<file path="src/pkg/popc_pkg.sv">
// constants, types and the mode decoder for the port-one pin block
package popc_pkg;

  // ---------------------------------------------------------------
  // widths
  // ---------------------------------------------------------------
  localparam int PIN_COUNT = 4;                 // pins on the port
  localparam int MODE_W    = 2;                 // bits per mode field
  localparam int DATA_W    = 32;                // apb data width
  localparam int ADDR_W    = 12;                // apb address width
  localparam int IDX_W     = 8;                 // register index width
  localparam int REG_W     = 8;                 // software register width

  // ---------------------------------------------------------------
  // register indices, byte address is four times the index
  // ---------------------------------------------------------------
  localparam logic [IDX_W-1:0] IDX_PIN_MODE      = 8'hEF;
  localparam logic [IDX_W-1:0] IDX_IRQ_ENABLE    = 8'hF0;
  localparam logic [IDX_W-1:0] IDX_PULLUP_ENABLE = 8'hF1;
  localparam logic [IDX_W-1:0] IDX_OUT_DATA      = 8'hF4;
  localparam logic [IDX_W-1:0] IDX_PIN_STATE     = 8'hF5;
  localparam logic [IDX_W-1:0] IDX_IRQ_STATUS    = 8'hF6;
  localparam logic [IDX_W-1:0] IDX_IRQ_MASK      = 8'hF7;
  localparam logic [1:0]       BYTE_LANE_OFS     = 2'h0;
  localparam logic [1:0]       ADDR_TOP_ZERO     = 2'h0;

  // ---------------------------------------------------------------
  // field positions and reset values
  // ---------------------------------------------------------------
  localparam int PIN_FIELD_MSB = 3;             // implemented per-pin bits
  localparam int MODE_MSB      = 7;             // top of the mode register
  localparam logic [REG_W-1:0]     PIN_MODE_RST      = 8'h00;
  localparam logic [PIN_COUNT-1:0] IRQ_ENABLE_RST    = 4'h0;
  localparam logic [PIN_COUNT-1:0] PULLUP_ENABLE_RST = 4'h0;
  localparam logic [PIN_COUNT-1:0] OUT_DATA_RST      = 4'h0;
  localparam logic [PIN_COUNT-1:0] IRQ_MASK_RST      = 4'h0;
  localparam logic [PIN_COUNT-1:0] IRQ_STATUS_RST    = 4'h0;
  localparam logic [DATA_W-1:0]    PRDATA_RST        = 32'h0000_0000;

  // ---------------------------------------------------------------
  // pin modes
  // ---------------------------------------------------------------
  typedef enum logic [1:0] {
    MODE_SCHMITT    = 2'b00,
    MODE_PUSH_PULL  = 2'b01,
    MODE_OPEN_DRAIN = 2'b10,
    MODE_ANALOG     = 2'b11
  } popc_mode_t;

  // picks the mode field of one pin out of the mode register
  function automatic popc_mode_t popcModeOf(input logic [REG_W-1:0] modes,
                                            input int pin);
    popcModeOf = popc_mode_t'(modes[pin*MODE_W +: MODE_W]);
  endfunction : popcModeOf

endpackage : popc_pkg

</file>
<file path="src/verilog/popc_pin_cell.sv">
// one pad controller: turns a pin mode into registered pad controls
`timescale 1ns/100ps
module popc_pin_cell
  import popc_pkg::*;
(
  input  wire logic       sys_clk,   // core clock
  input  wire logic       rst,       // async reset, active high
  input  wire popc_mode_t mode,      // mode field of this pin
  input  wire logic       outBit,    // output value for this pin
  input  wire logic       pullupBit, // pull-up enable for this pin
  output logic            padOut,    // value driven onto the pad
  output logic            padOeN,    // output enable, low drives
  output logic            pullupEn,  // pull-up resistor connect
  output logic            analogSel, // pad routed to the converter
  output logic            schmittEn  // digital input buffer on
);

  logic padOutNext;
  logic padOeNNext;
  logic analogSelNext;
  logic schmittEnNext;

  // ---------------------------------------------------------------
  // mode decode
  // ---------------------------------------------------------------
  always_comb begin
    padOutNext    = 1'b0;
    padOeNNext    = 1'b1;
    analogSelNext = 1'b0;
    schmittEnNext = 1'b0;
    case (mode)
      MODE_SCHMITT: begin
        schmittEnNext = 1'b1;
      end
      MODE_PUSH_PULL: begin
        padOutNext    = outBit;
        padOeNNext    = 1'b0;
        schmittEnNext = 1'b1;
      end
      MODE_OPEN_DRAIN: begin
        // only a zero is driven, a one leaves the pad to the pull-up
        padOutNext    = 1'b0;
        padOeNNext    = outBit;
        schmittEnNext = 1'b1;
      end
      default: begin
        // analog: input buffer off so a mid-rail level burns no current
        analogSelNext = 1'b1;
      end
    endcase
  end

  // pad controls from flip-flops so the pad sees no decode glitches
  always_ff @(posedge sys_clk or posedge rst) begin
    if (rst) begin
      padOut    <= 1'b0;
      padOeN    <= 1'b1;
      pullupEn  <= 1'b0;
      analogSel <= 1'b0;
      schmittEn <= 1'b0;
    end else begin
      padOut    <= padOutNext;
      padOeN    <= padOeNNext;
      pullupEn  <= pullupBit;
      analogSel <= analogSelNext;
      schmittEn <= schmittEnNext;
    end
  end

  // ---------------------------------------------------------------
  // checks
  // ---------------------------------------------------------------
  a_push_pull_drive: assert property (
    @(posedge sys_clk) disable iff (rst)
    mode == MODE_PUSH_PULL |=> !padOeN && padOut == $past(outBit))
    else $error("push-pull pin not driving its output value");

  a_open_drain_low: assert property (
    @(posedge sys_clk) disable iff (rst)
    mode == MODE_OPEN_DRAIN |=> !padOut && padOeN == $past(outBit))
    else $error("open-drain pin drives other than a low");

  a_analog_release: assert property (
    @(posedge sys_clk) disable iff (rst)
    mode == MODE_ANALOG |=> padOeN && analogSel && !schmittEn)
    else $error("analog pin not released to the converter");

endmodule : popc_pin_cell

</file>
<file path="src/verilog/popc_port_one.sv">
// port-one pin configuration block: apb registers, pads and interrupt
`timescale 1ns/100ps
module popc_port_one
  import popc_pkg::*;
(
  input  wire logic                 sys_clk,     // core clock, 20 MHz
  input  wire logic                 rst,         // async reset, active high
  input  wire logic                 psel,        // apb select
  input  wire logic                 penable,     // apb access phase
  input  wire logic                 pwrite,      // apb write when high
  input  wire logic [ADDR_W-1:0]    paddr,       // apb byte address
  input  wire logic [DATA_W-1:0]    pwdata,      // apb write data
  output logic      [DATA_W-1:0]    prdata,      // apb read data
  output logic                      pready,      // apb transfer done
  output logic                      pslverr,     // apb unmapped address
  input  wire logic [PIN_COUNT-1:0] pinIn,       // pad input levels
  output logic      [PIN_COUNT-1:0] pinOut,      // pad output values
  output logic      [PIN_COUNT-1:0] pinOeN,      // pad enables, low drives
  output logic      [PIN_COUNT-1:0] pinPullupEn, // pull-up connects
  output logic      [PIN_COUNT-1:0] pinAnalogSel,// pads to converter
  output logic      [PIN_COUNT-1:0] pinSchmittEn,// input buffers on
  output logic                      irq          // level interrupt
);
  import popc_pkg::*;

  // ---------------------------------------------------------------
  // state
  // ---------------------------------------------------------------
  logic [REG_W-1:0]     pinModeReg,      pinModeNext;
  logic [PIN_COUNT-1:0] irqEnableReg,    irqEnableNext;
  logic [PIN_COUNT-1:0] pullupEnableReg, pullupEnableNext;
  logic [PIN_COUNT-1:0] outDataReg,      outDataNext;
  logic [PIN_COUNT-1:0] irqMaskReg,      irqMaskNext;
  logic [PIN_COUNT-1:0] irqStatusReg,    irqStatusNext;
  logic [PIN_COUNT-1:0] pinLevelReg,     pinLevelNext;
  logic [PIN_COUNT-1:0] pinPrevReg,      pinPrevNext;
  logic [DATA_W-1:0]    prdataReg,       prdataNext;
  logic                 preadyReg,       preadyNext;
  logic                 pslverrReg,      pslverrNext;
  logic                 irqReg,          irqNext;

  // ---------------------------------------------------------------
  // apb decode
  // ---------------------------------------------------------------
  logic             accessWait;  // access phase, answer not yet given
  logic             xferDone;    // edge at which pready is sampled high
  logic             wrDone;      // write takes effect now
  logic [IDX_W-1:0] regIdx;
  logic             addrOk;
  logic             hitMode, hitIrqEn, hitPullup, hitOut;
  logic             hitState, hitStatus, hitMask, hitAny;
  logic [REG_W-1:0] readMux;

  assign accessWait = psel && penable && !preadyReg;
  assign xferDone   = psel && penable && preadyReg;
  assign wrDone     = xferDone && pwrite;
  assign regIdx     = paddr[IDX_W+1:2];
  assign addrOk     = (paddr[ADDR_W-1:IDX_W+2] == ADDR_TOP_ZERO) &&
                      (paddr[1:0] == BYTE_LANE_OFS);

  // register select and read mux; misaligned or far addresses miss
  always_comb begin
    hitMode   = 1'b0;
    hitIrqEn  = 1'b0;
    hitPullup = 1'b0;
    hitOut    = 1'b0;
    hitState  = 1'b0;
    hitStatus = 1'b0;
    hitMask   = 1'b0;
    readMux   = 8'h00;
    if (!addrOk) begin
      readMux = 8'h00;
    end else if (regIdx == IDX_PIN_MODE) begin
      hitMode = 1'b1;
      readMux = pinModeReg;
    end else if (regIdx == IDX_IRQ_ENABLE) begin
      hitIrqEn = 1'b1;
      readMux  = {4'h0, irqEnableReg};
    end else if (regIdx == IDX_PULLUP_ENABLE) begin
      hitPullup = 1'b1;
      readMux   = {4'h0, pullupEnableReg};
    end else if (regIdx == IDX_OUT_DATA) begin
      hitOut  = 1'b1;
      readMux = {4'h0, outDataReg};
    end else if (regIdx == IDX_PIN_STATE) begin
      hitState = 1'b1;
      readMux  = {4'h0, pinLevelReg};
    end else if (regIdx == IDX_IRQ_STATUS) begin
      hitStatus = 1'b1;
      readMux   = {4'h0, irqStatusReg};
    end else if (regIdx == IDX_IRQ_MASK) begin
      hitMask = 1'b1;
      readMux = {4'h0, irqMaskReg};
    end
  end

  assign hitAny = hitMode || hitIrqEn || hitPullup || hitOut ||
                  hitState || hitStatus || hitMask;

  // ---------------------------------------------------------------
  // next values
  // ---------------------------------------------------------------
  logic [PIN_COUNT-1:0] pinEvent;
  logic [PIN_COUNT-1:0] digitalIn;
  logic [PIN_COUNT-1:0] statusClear;

  // an analog pin has its input buffer off, so it raises no events
  always_comb begin
    for (int i = 0; i < PIN_COUNT; i++) begin
      digitalIn[i] = (popcModeOf(pinModeReg, i) != MODE_ANALOG);
    end
  end

  always_comb begin
    // one wait state: pready rises in the second access cycle
    preadyNext  = accessWait;
    prdataNext  = accessWait ? {24'h00_0000, readMux} : PRDATA_RST;
    pslverrNext = accessWait && !hitAny;

    pinModeNext      = pinModeReg;
    irqEnableNext    = irqEnableReg;
    pullupEnableNext = pullupEnableReg;
    outDataNext      = outDataReg;
    irqMaskNext      = irqMaskReg;
    statusClear      = 4'h0;

    if (wrDone && hitMode) begin
      pinModeNext = pwdata[MODE_MSB:0];
    end
    if (wrDone && hitIrqEn) begin
      // upper bits are dropped, they hold no state
      irqEnableNext = pwdata[PIN_FIELD_MSB:0];
    end
    if (wrDone && hitPullup) begin
      pullupEnableNext = pwdata[PIN_FIELD_MSB:0];
    end
    if (wrDone && hitOut) begin
      outDataNext = pwdata[PIN_FIELD_MSB:0];
    end
    if (wrDone && hitMask) begin
      irqMaskNext = pwdata[PIN_FIELD_MSB:0];
    end
    if (wrDone && hitStatus) begin
      statusClear = pwdata[PIN_FIELD_MSB:0];
    end

    // any level change of an enabled digital pin is an event
    pinLevelNext = pinIn;
    pinPrevNext  = pinLevelReg;
    pinEvent     = (pinLevelReg ^ pinPrevReg) & irqEnableReg &
                   digitalIn;
    // a new event beats a write-one-to-clear in the same cycle
    irqStatusNext = (irqStatusReg & ~statusClear) | pinEvent;
    // taken from next values so irq tracks status with no lag
    irqNext = |(irqStatusNext & irqMaskNext);
  end

  // ---------------------------------------------------------------
  // registers
  // ---------------------------------------------------------------
  always_ff @(posedge sys_clk or posedge rst) begin
    if (rst) begin
      pinModeReg      <= PIN_MODE_RST;
      irqEnableReg    <= IRQ_ENABLE_RST;
      pullupEnableReg <= PULLUP_ENABLE_RST;
      outDataReg      <= OUT_DATA_RST;
      irqMaskReg      <= IRQ_MASK_RST;
      irqStatusReg    <= IRQ_STATUS_RST;
      pinLevelReg     <= 4'h0;
      pinPrevReg      <= 4'h0;
      prdataReg       <= PRDATA_RST;
      preadyReg       <= 1'b0;
      pslverrReg      <= 1'b0;
      irqReg          <= 1'b0;
    end else begin
      pinModeReg      <= pinModeNext;
      irqEnableReg    <= irqEnableNext;
      pullupEnableReg <= pullupEnableNext;
      outDataReg      <= outDataNext;
      irqMaskReg      <= irqMaskNext;
      irqStatusReg    <= irqStatusNext;
      pinLevelReg     <= pinLevelNext;
      pinPrevReg      <= pinPrevNext;
      prdataReg       <= prdataNext;
      preadyReg       <= preadyNext;
      pslverrReg      <= pslverrNext;
      irqReg          <= irqNext;
    end
  end

  assign prdata  = prdataReg;
  assign pready  = preadyReg;
  assign pslverr = pslverrReg;
  assign irq     = irqReg;

  // ---------------------------------------------------------------
  // pad cells
  // ---------------------------------------------------------------
  for (genvar g = 0; g < PIN_COUNT; g++) begin : gPin
    popc_pin_cell uCell (
      .sys_clk   (sys_clk),
      .rst       (rst),
      .mode      (popcModeOf(pinModeReg, g)),
      .outBit    (outDataReg[g]),
      .pullupBit (pullupEnableReg[g]),
      .padOut    (pinOut[g]),
      .padOeN    (pinOeN[g]),
      .pullupEn  (pinPullupEn[g]),
      .analogSel (pinAnalogSel[g]),
      .schmittEn (pinSchmittEn[g])
    );
  end

  // ---------------------------------------------------------------
  // checks
  // ---------------------------------------------------------------
  a_mode_write_lands: assert property (
    @(posedge sys_clk) disable iff (rst)
    (wrDone && hitMode) |=> pinModeReg == $past(pwdata[7:0]))
    else $error("mode write not stored");

  a_pin_mode_follow: assert property (
    @(posedge sys_clk) disable iff (rst)
    (popcModeOf(pinModeReg, 3) == MODE_PUSH_PULL)
      |=> !pinOeN[3] && pinOut[3] == $past(outDataReg[3]))
    else $error("pin three mode field not applied");

  a_irq_enable_gate: assert property (
    @(posedge sys_clk) disable iff (rst)
    (irqEnableReg == 4'h0 && irqStatusReg == 4'h0)
      |=> irqStatusReg == 4'h0)
    else $error("event latched from a disabled pin");

  a_irq_enable_rst: assert property (
    @(posedge sys_clk)
    rst |=> irqEnableReg == 4'h0)
    else $error("interrupt enables not cleared by reset");

  a_pullup_follow: assert property (
    @(posedge sys_clk) disable iff (rst)
    ##1 pinPullupEn == $past(pullupEnableReg))
    else $error("pull-up pads do not follow their enables");

  a_pullup_rst: assert property (
    @(posedge sys_clk)
    rst |=> pullupEnableReg == 4'h0 && pinPullupEn == 4'h0)
    else $error("pull-ups not released by reset");

  a_irq_en_upper: assert property (
    @(posedge sys_clk) disable iff (rst)
    (accessWait && !pwrite && hitIrqEn)
      |=> pready && prdata[7:4] == 4'h0 &&
          prdata[3:0] == $past(irqEnableReg))
    else $error("interrupt enable upper bits not zero");

  a_pullup_upper: assert property (
    @(posedge sys_clk) disable iff (rst)
    (accessWait && !pwrite && hitPullup)
      |=> pready && prdata[7:4] == 4'h0 &&
          prdata[3:0] == $past(pullupEnableReg))
    else $error("pull-up enable upper bits not zero");

  a_open_drain_pin: assert property (
    @(posedge sys_clk) disable iff (rst)
    (popcModeOf(pinModeReg, 0) == MODE_OPEN_DRAIN && outDataReg[0])
      |=> pinOeN[0])
    else $error("open-drain pin zero driven while output is one");

  a_apb_one_wait: assert property (
    @(posedge sys_clk) disable iff (rst)
    $rose(psel && penable) |-> !pready ##1 pready)
    else $error("apb answer not after exactly one wait");

  a_irq_level: assert property (
    @(posedge sys_clk) disable iff (rst)
    irq == |(irqStatusReg & irqMaskReg))
    else $error("interrupt line disagrees with status and mask");

  // an event arriving with a clear must still leave its bit set
  a_status_set_wins: assert property (
    @(posedge sys_clk) disable iff (rst)
    (|pinEvent) |=> (irqStatusReg & $past(pinEvent)) == $past(pinEvent))
    else $error("pin event lost against a clear");

  // status bit 0, once set, stays until software writes a one to it
  a_status_sticky: assert property (
    @(posedge sys_clk) disable iff (rst)
    (irqStatusReg[0] && !statusClear[0]) |=> irqStatusReg[0])
    else $error("status bit dropped without a clear");

  // unmapped addresses answer with an error and zero data
  a_unmapped_refused: assert property (
    @(posedge sys_clk) disable iff (rst)
    (accessWait && !hitAny) |=> pready && pslverr && prdata == 32'h0)
    else $error("unmapped access not refused");

endmodule : popc_port_one

</file>
<file path="config.mk">
export PLATFORM = sky130hd
export DESIGN_NAME = popc_port_one
export DESIGN_NICKNAME = d
export VERILOG_FILES = /design/src/pkg/popc_pkg.sv /design/src/verilog/popc_pin_cell.sv /design/src/verilog/popc_port_one.sv
export SDC_FILE = /design/constraint.sdc
export NUM_CORES = 1
export LEC_CHECK = 0
export ABC_AREA = 1
export BUFFER_PORTS_ARGS = -buffer_cell sky130_fd_sc_hd__buf_2
export CAP_MARGIN = 20
export CELL_PAD_IN_SITES_DETAIL_PLACEMENT = 0
export CELL_PAD_IN_SITES_GLOBAL_PLACEMENT = 1
export CORE_UTILIZATION = 37
export DETAILED_ROUTE_END_ITERATION = 7
export PLACE_DENSITY = 0.8
export SYNTH_ARGS = -nofsm -noshare
export SYNTH_HDL_FRONTEND = slang
export SYNTH_HIERARCHICAL = 1
export SYNTH_SLANG_ARGS = --single-unit
export TNS_END_PERCENT = 30
</file>
<file path="constraint.sdc">
create_clock -name sys_clk -period 1.65 [get_ports sys_clk]
set_input_delay 0.0825 -clock sys_clk [delete_from_list [all_inputs] [get_ports sys_clk]]
set_output_delay 0.0825 -clock sys_clk [all_outputs]
set_load 0.005 [all_outputs]
</file>
Word-level counts from Yosys, hierarchy flattened
Index checks and enable logic that the tools add are counted.
{"block": "totals", "out_inout_bits": 55, "word_cells": 151, "register_bits": 67, "in_bits": 53}
{"block": "op_classes", "muxes": 62, "n_eq_ne": 19, "n_reduce_logical": 31, "n_bitwise": 7}
{"op": "8-bit == test (second input constant)", "count": 7}
{"op": "1-bit two-way mux", "count": 47}
{"op": "4-bit two-way mux", "count": 8}
{"op": "8-bit two-way mux", "count": 3}
{"op": "4-bit bitwise AND", "count": 4}
{"op": "1-bit logical AND", "count": 12}
{"op": "2-bit zero test", "count": 6}
{"op": "3-bit OR reduction", "count": 4}
{"op": "2-bit by 1-bit == test with 1-bit output (second input constant)", "count": 4}
{"op": "2-bit == test (second input constant)", "count": 4}
{"op": "2-bit != test (second input constant)", "count": 4}
{"op": "1-bit case mux with 2 select lines", "count": 4}
{"op": "1-bit logical OR", "count": 6}
{"op": "4-bit inverter", "count": 1}
{"op": "4-bit OR", "count": 1}
{"op": "4-bit OR reduction", "count": 1}
{"op": "4-bit bitwise XOR", "count": 1}
{"op": "1-bit zero test", "count": 2}

Longest topological paths before layout
{"block": "depth", "word_depth": 15, "ltp_mapped": 11, "ltp_nobuf": 11}

Cells and area by module
Netlist, hierarchy kept.
{"module": "popc_port_one", "area_each_um2": 2429.8, "instances": 1, "cells_each": 276, "seq_area_each_um2": 1176.1}
{"module": "popc_pin_cell", "area_each_um2": 166.4, "instances": 4, "cells_each": 14, "seq_area_each_um2": 126.4}

Least setup slack after synthesis
Ideal clock, no wire load.
{"block": "synth_timing", "path_type": "reg-to-reg", "startpoint": "register preadyReg, in the netlist pready", "endpoint": "register pinModeReg[4]", "stages_incl_launch_ff": 6, "synth_period_minus_slack_ns": 1.332, "arrival_time_ns": 1.206, "n_path_buf": 1, "setup_ns": 0.125, "path_slack_ns": 0.318, "required_time_ns": 1.525, "cell_sequence": "dfrtp_1 -> nand2_1 -> nor2_4 -> nand3_4 -> buf_6 -> mux2_4"}
{"block": "synth_between", "elab_chain_cells": 3}
{"element": "from (decl)", "line": "popc_port_one.sv:38", "source": "logic preadyReg, preadyNext;"}
{"element": "from (signal assigned)", "line": "popc_port_one.sv:185", "source": "preadyReg <= preadyNext;"}
{"element": "1-bit logical AND", "line": "popc_port_one.sv:55", "source": "assign xferDone = psel && penable && preadyReg;"}
{"element": "1-bit logical AND", "line": "popc_port_one.sv:56", "source": "assign wrDone = xferDone && pwrite;"}
{"element": "1-bit logical AND", "line": "popc_port_one.sv:127", "source": "if (wrDone && hitMode) begin"}
{"element": "to (signal assigned)", "line": "popc_port_one.sv:176", "source": "pinModeReg <= pinModeNext;"}
{"element": "to (decl)", "line": "popc_port_one.sv:29", "source": "logic [REG_W-1:0] pinModeReg, pinModeNext;"}
Every way passes these cells.
A chain may end at the register's enable or synchronous reset.

Final worst setup path
{"block": "layout_timing", "startpoint": "register preadyReg, in the netlist pready", "endpoint": "register irqReg, in the netlist irq"}
{"block": "layout_between", "word_cells_on_any_way": 11, "cone_classes": "mux: 2; bitwise: 4; reduce/logical: 5"}
{"element": "1-bit logical AND", "line": "popc_port_one.sv:55"}
{"element": "1-bit logical AND", "line": "popc_port_one.sv:56"}
{"element": "1-bit logical AND", "line": "popc_port_one.sv:140", "source": "if (wrDone && hitMask) begin"}
{"element": "4-bit two-way mux", "line": "popc_port_one.sv:140"}
{"element": "net irqMaskNext[2]", "line": "popc_port_one.sv:33", "source": "logic [PIN_COUNT-1:0] irqMaskReg, irqMaskNext;"}
{"element": "4-bit bitwise AND", "line": "popc_port_one.sv:155", "source": "irqNext = |(irqStatusNext & irqMaskNext);"}
{"element": "4-bit OR reduction", "line": "popc_port_one.sv:155"}
{"element": "net irqNext", "line": "popc_port_one.sv:40", "source": "logic irqReg, irqNext;"}
{"element": "to (signal assigned)", "line": "popc_port_one.sv:187", "source": "irqReg <= irqNext;"}
{"element": "to (decl)", "line": "popc_port_one.sv:40"}
The timed path passes the listed nets, and every way through them passes these cells.

==> impl_metrics.py <==
metrics = {
    "die": {
        "fp.dieH_um": 93.5,
        "rows": 32,
        "design.portCount": 108,
        "core_um2": 7930,
        "die_area_um2": 8740,
        "die_width_um": 93.5,
        "initial_core_util": 0.390,
    },
    "global_routing": {
        "antenna_found_initial": 0,
        "grt_pass1_vias": 2284,
        "grt_max_degree": 48,
        "grt_pass1_wl_um": 10600,
        "grt_usage": 0.161,
        "overflow": 0,
    },
    "timing": {
        "tns_ns": 0,
        "rsz0062_at_grt": "false",
        "max_freq_mhz": 712,
        "slew_viol_final": 0,
        "layout_min_cycle_time_ns": 1.41,
        "skew_ns": 0.00763,
        "setup_viol": 0,
        "hold_viol_final": 0,
        "setup_slack_ns": 0.245,
        "period_share": 0.852,
    },
    "yosys": {
        "synthTopCellsByArea": "dfrtp_1 (51%), nand2_1 (12%), buf_4 (6.1%)",
        "ys_seq_area_frac": 0.543,
        "syn_avg_cell_area_um2": 9.32,
        "yosysTopAreaCellShare": 0.509,
        "syn_area_um2": 3100,
        "ys.flop_type": "dfrtp_1",
        "ys_ff_latch": 67,
        "synth_top_area_cell": "dfrtp_1",
        "yosysUniqueCellTypes": 31,
        "synth_edf_count": 0,
        "synth-async-reset-ratio": 1.00,
        "yosysWarnings": 6,
        "syn_inst": 332,
    },
    "placed_design": {
        "portBuffers": 59,
        "place_ws_ns": 0.228,
        "finalWeightedCongestion": 0.803,
        "hpwl_um": 4570,
    },
    "cts": {
        "tritoncts": "built",
        "cts_setup_buffers": 0,
        "clock_sinks": 67,
        "clock_latency_ns": 0.34,
        "cts_hold_buf": 9,
        "clkTransAtPathRegs_ns": 0.07,
        "cts.path.max_buffers": 2,
        "root_buffer": "clkbuf_8",
        "cts_buffers": 9,
        "htree_levels": 3,
        "cts_resized": 0,
    },
    "layout": {
        "area_growth_pct": 21.5,
        "num-fill-cells": 792,
        "final_cell_mix": "nand2_1 (97), dfrtp_1 (63), buf_2 (59)",
        "layout-drive-gt1-share": 0.278,
        "final_common_cell": "nand2_1",
        "nNetsFinal": 465,
        "diodes": 0,
    },
    "outcome": {
        "status": "finished clean",
    },
    "setup_path": {
        "startpoint_type": "flop",
        "crit_required_ns": 1.89,
        "path_common_cell": "nand2_1",
        "critPathArrivalTime_ns": 1.65,
        "cp-end-kind": "flop",
        "r2r_start": "pready$_DFF_PP0_",
        "reg2reg_depth": 9,
        "max_stage_delay_ns": 0.36,
        "critPathMaxFanout": 9,
        "r2r_setup_slack_ns": 0.24,
        "cp_slowest_cell": "dfrtp_1",
        "path_class": "reg2reg",
        "worstPathCellList": "nand2_1 -> nor2_4 -> nand3_4 -> nand2_1 -> o21ai_1 -> nand2_1 -> nand2_1 -> inv_1 -> nand2_1",
        "rr_endpoint": "irq$_DFF_PP0_",
    },
    "detailed_routing": {
        "vias": 2271,
        "drt_iter0_markers": 58,
        "drc": 0,
        "wl_um": 6050,
        "dr.pass1.iters": 4,
        "routed_via_density": 4.38,
        "antenna_left": 0,
        "wl_per_cell_um": 11.7,
    },
    "worst_hold_path": {
        "hold_path_class": "in2reg",
        "min_from": "penable",
        "holdPathStages": 3,
        "holdPathEnd": "pready$_DFF_PP0_",
    },
    "power": {
        "p_per_area_nw_per_um2": 884,
        "p_leak_nw": 2.01,
        "irDropWorstVdd_mv": 0.389,
    },
    "job": {
        "drv_cap": 0,
    },
}
[state kept, by name (all words and copies together) (netlist names)]
register and cells:
pinLevelReg 4, pinModeReg 8, irqStatusReg 4, pinPrevReg 4, gPin.uCell/padOeN 4, pslverr 1
gPin.uCell/pullupEn 4, gPin.uCell/schmittEn 4, pullupEnableReg 4, prdata 8, outDataReg 4, pready 1
irqMaskReg 4, irq 1, gPin.uCell/analogSel 4, gPin.uCell/padOut 4, irqEnableReg 4
[layer usage]
metal,up-vias,GRT usage,part of all wire
met5,-,0,0
met2,69,0.268,0.48
met1,1046,0.201,0.45
li1,1146,-,-
met4,0,0.0769,0.017
met3,10,0.0293,0.052
[cells in the mapped netlist (2+ instances only)]
cell type,count
mux2_4,2
nor3_1,2
o21ai_1,4
dfrtp_1,63
nand4_1,9
nand3_2,2
dfstp_2,4
nand2_2,3
buf_4,25
mux2_2,2
nor2_1,8
nor2_4,3
nand3_1,8
nor3_2,6
o21ai_0,20
nor3b_1,2
nand3_4,2
nor3_4,2
nor2_2,2
xor2_1,4
inv_2,4
nand2_4,2
inv_1,45
nand2_1,97
a21oi_1,5
[worst max-delay path, delay by kind of cell (launching register included)]
family / cells / cell delay, ns
AOI/OAI and AO/OA: 1 / 0.08
DFF: 1 / 0.36
and+or+nand+nor: 7 / 0.81
buffers and inverters: 1 / 0.05
[final cells by class]
cell class              instances  area [um^2]  area share
clock buffers                  10          128      0.0339
clock inverters                 6         90.1      0.0240
inverters                      49          184      0.0489
multi-input cells             212         1110       0.296
flip-flops and latches         67         1680       0.447
well taps                     102          128      0.0339
repair buffers                 73          435       0.116
[how the worst max path moves through the flow]
stage	startpoint	to	cells after the start
6_report	pready$_DFF_PP0_	irq$_DFF_PP0_	9
5_1_grt	pready$_DFF_PP0_	irqEnableReg[2]$_DFFE_PP0P_	5
3_5_place_dp	paddr[8]	pullupEnableReg[0]$_DFFE_PP0P_	7
2_1_floorplan	pready$_DFF_PP0_	pinModeReg[4]$_DFFE_PP0P_	5
4_1_cts	pready$_DFF_PP0_	irq$_DFF_PP0_	9
3_3_place_gp	paddr[8]	pullupEnableReg[0]$_DFFE_PP0P_	8
[report_power, final]
part | switching [mW] | internal [mW] | total [mW]
logic | 0.116 | 0.0646 | 0.180
clock network | 0.625 | 0.853 | 1.48
registers | 0.00858 | 1.66 | 1.66
[logic make-up after synthesis]
family                    Yosys count  synth area share
xor gates and xnor gates            4            0.0113
buffers and inverters              76             0.125
other                               1           0.00121
muxes                               4            0.0170
and+or+nand+nor                   150             0.253
AOI/OAI and AO/OA                  30            0.0493
DFF                                67             0.543
[per-stage QoR]
| stage | hold slack (ns) | power (mW) | instance area, um^2 | util | instances |
|---|---|---|---|---|---|
| 2_1_floorplan | -0.140 | 1.83 | 3180 | - | 355 |
| 3_3_place_gp | 0.0253 | 1.86 | 3450 | 0.435 | 494 |
| 3_5_place_dp | 0.0316 | 1.86 | 3450 | 0.435 | 494 |
| 4_1_cts | 0.0376 | 3.36 | 3760 | 0.474 | 519 |
| 5_1_grt | 0.0608 | 3.47 | 3760 | 0.474 | 519 |
| 6_report | 0.0469 | 3.32 | 3760 | 0.474 | 519 |
(Power assumes the default switching activity.)
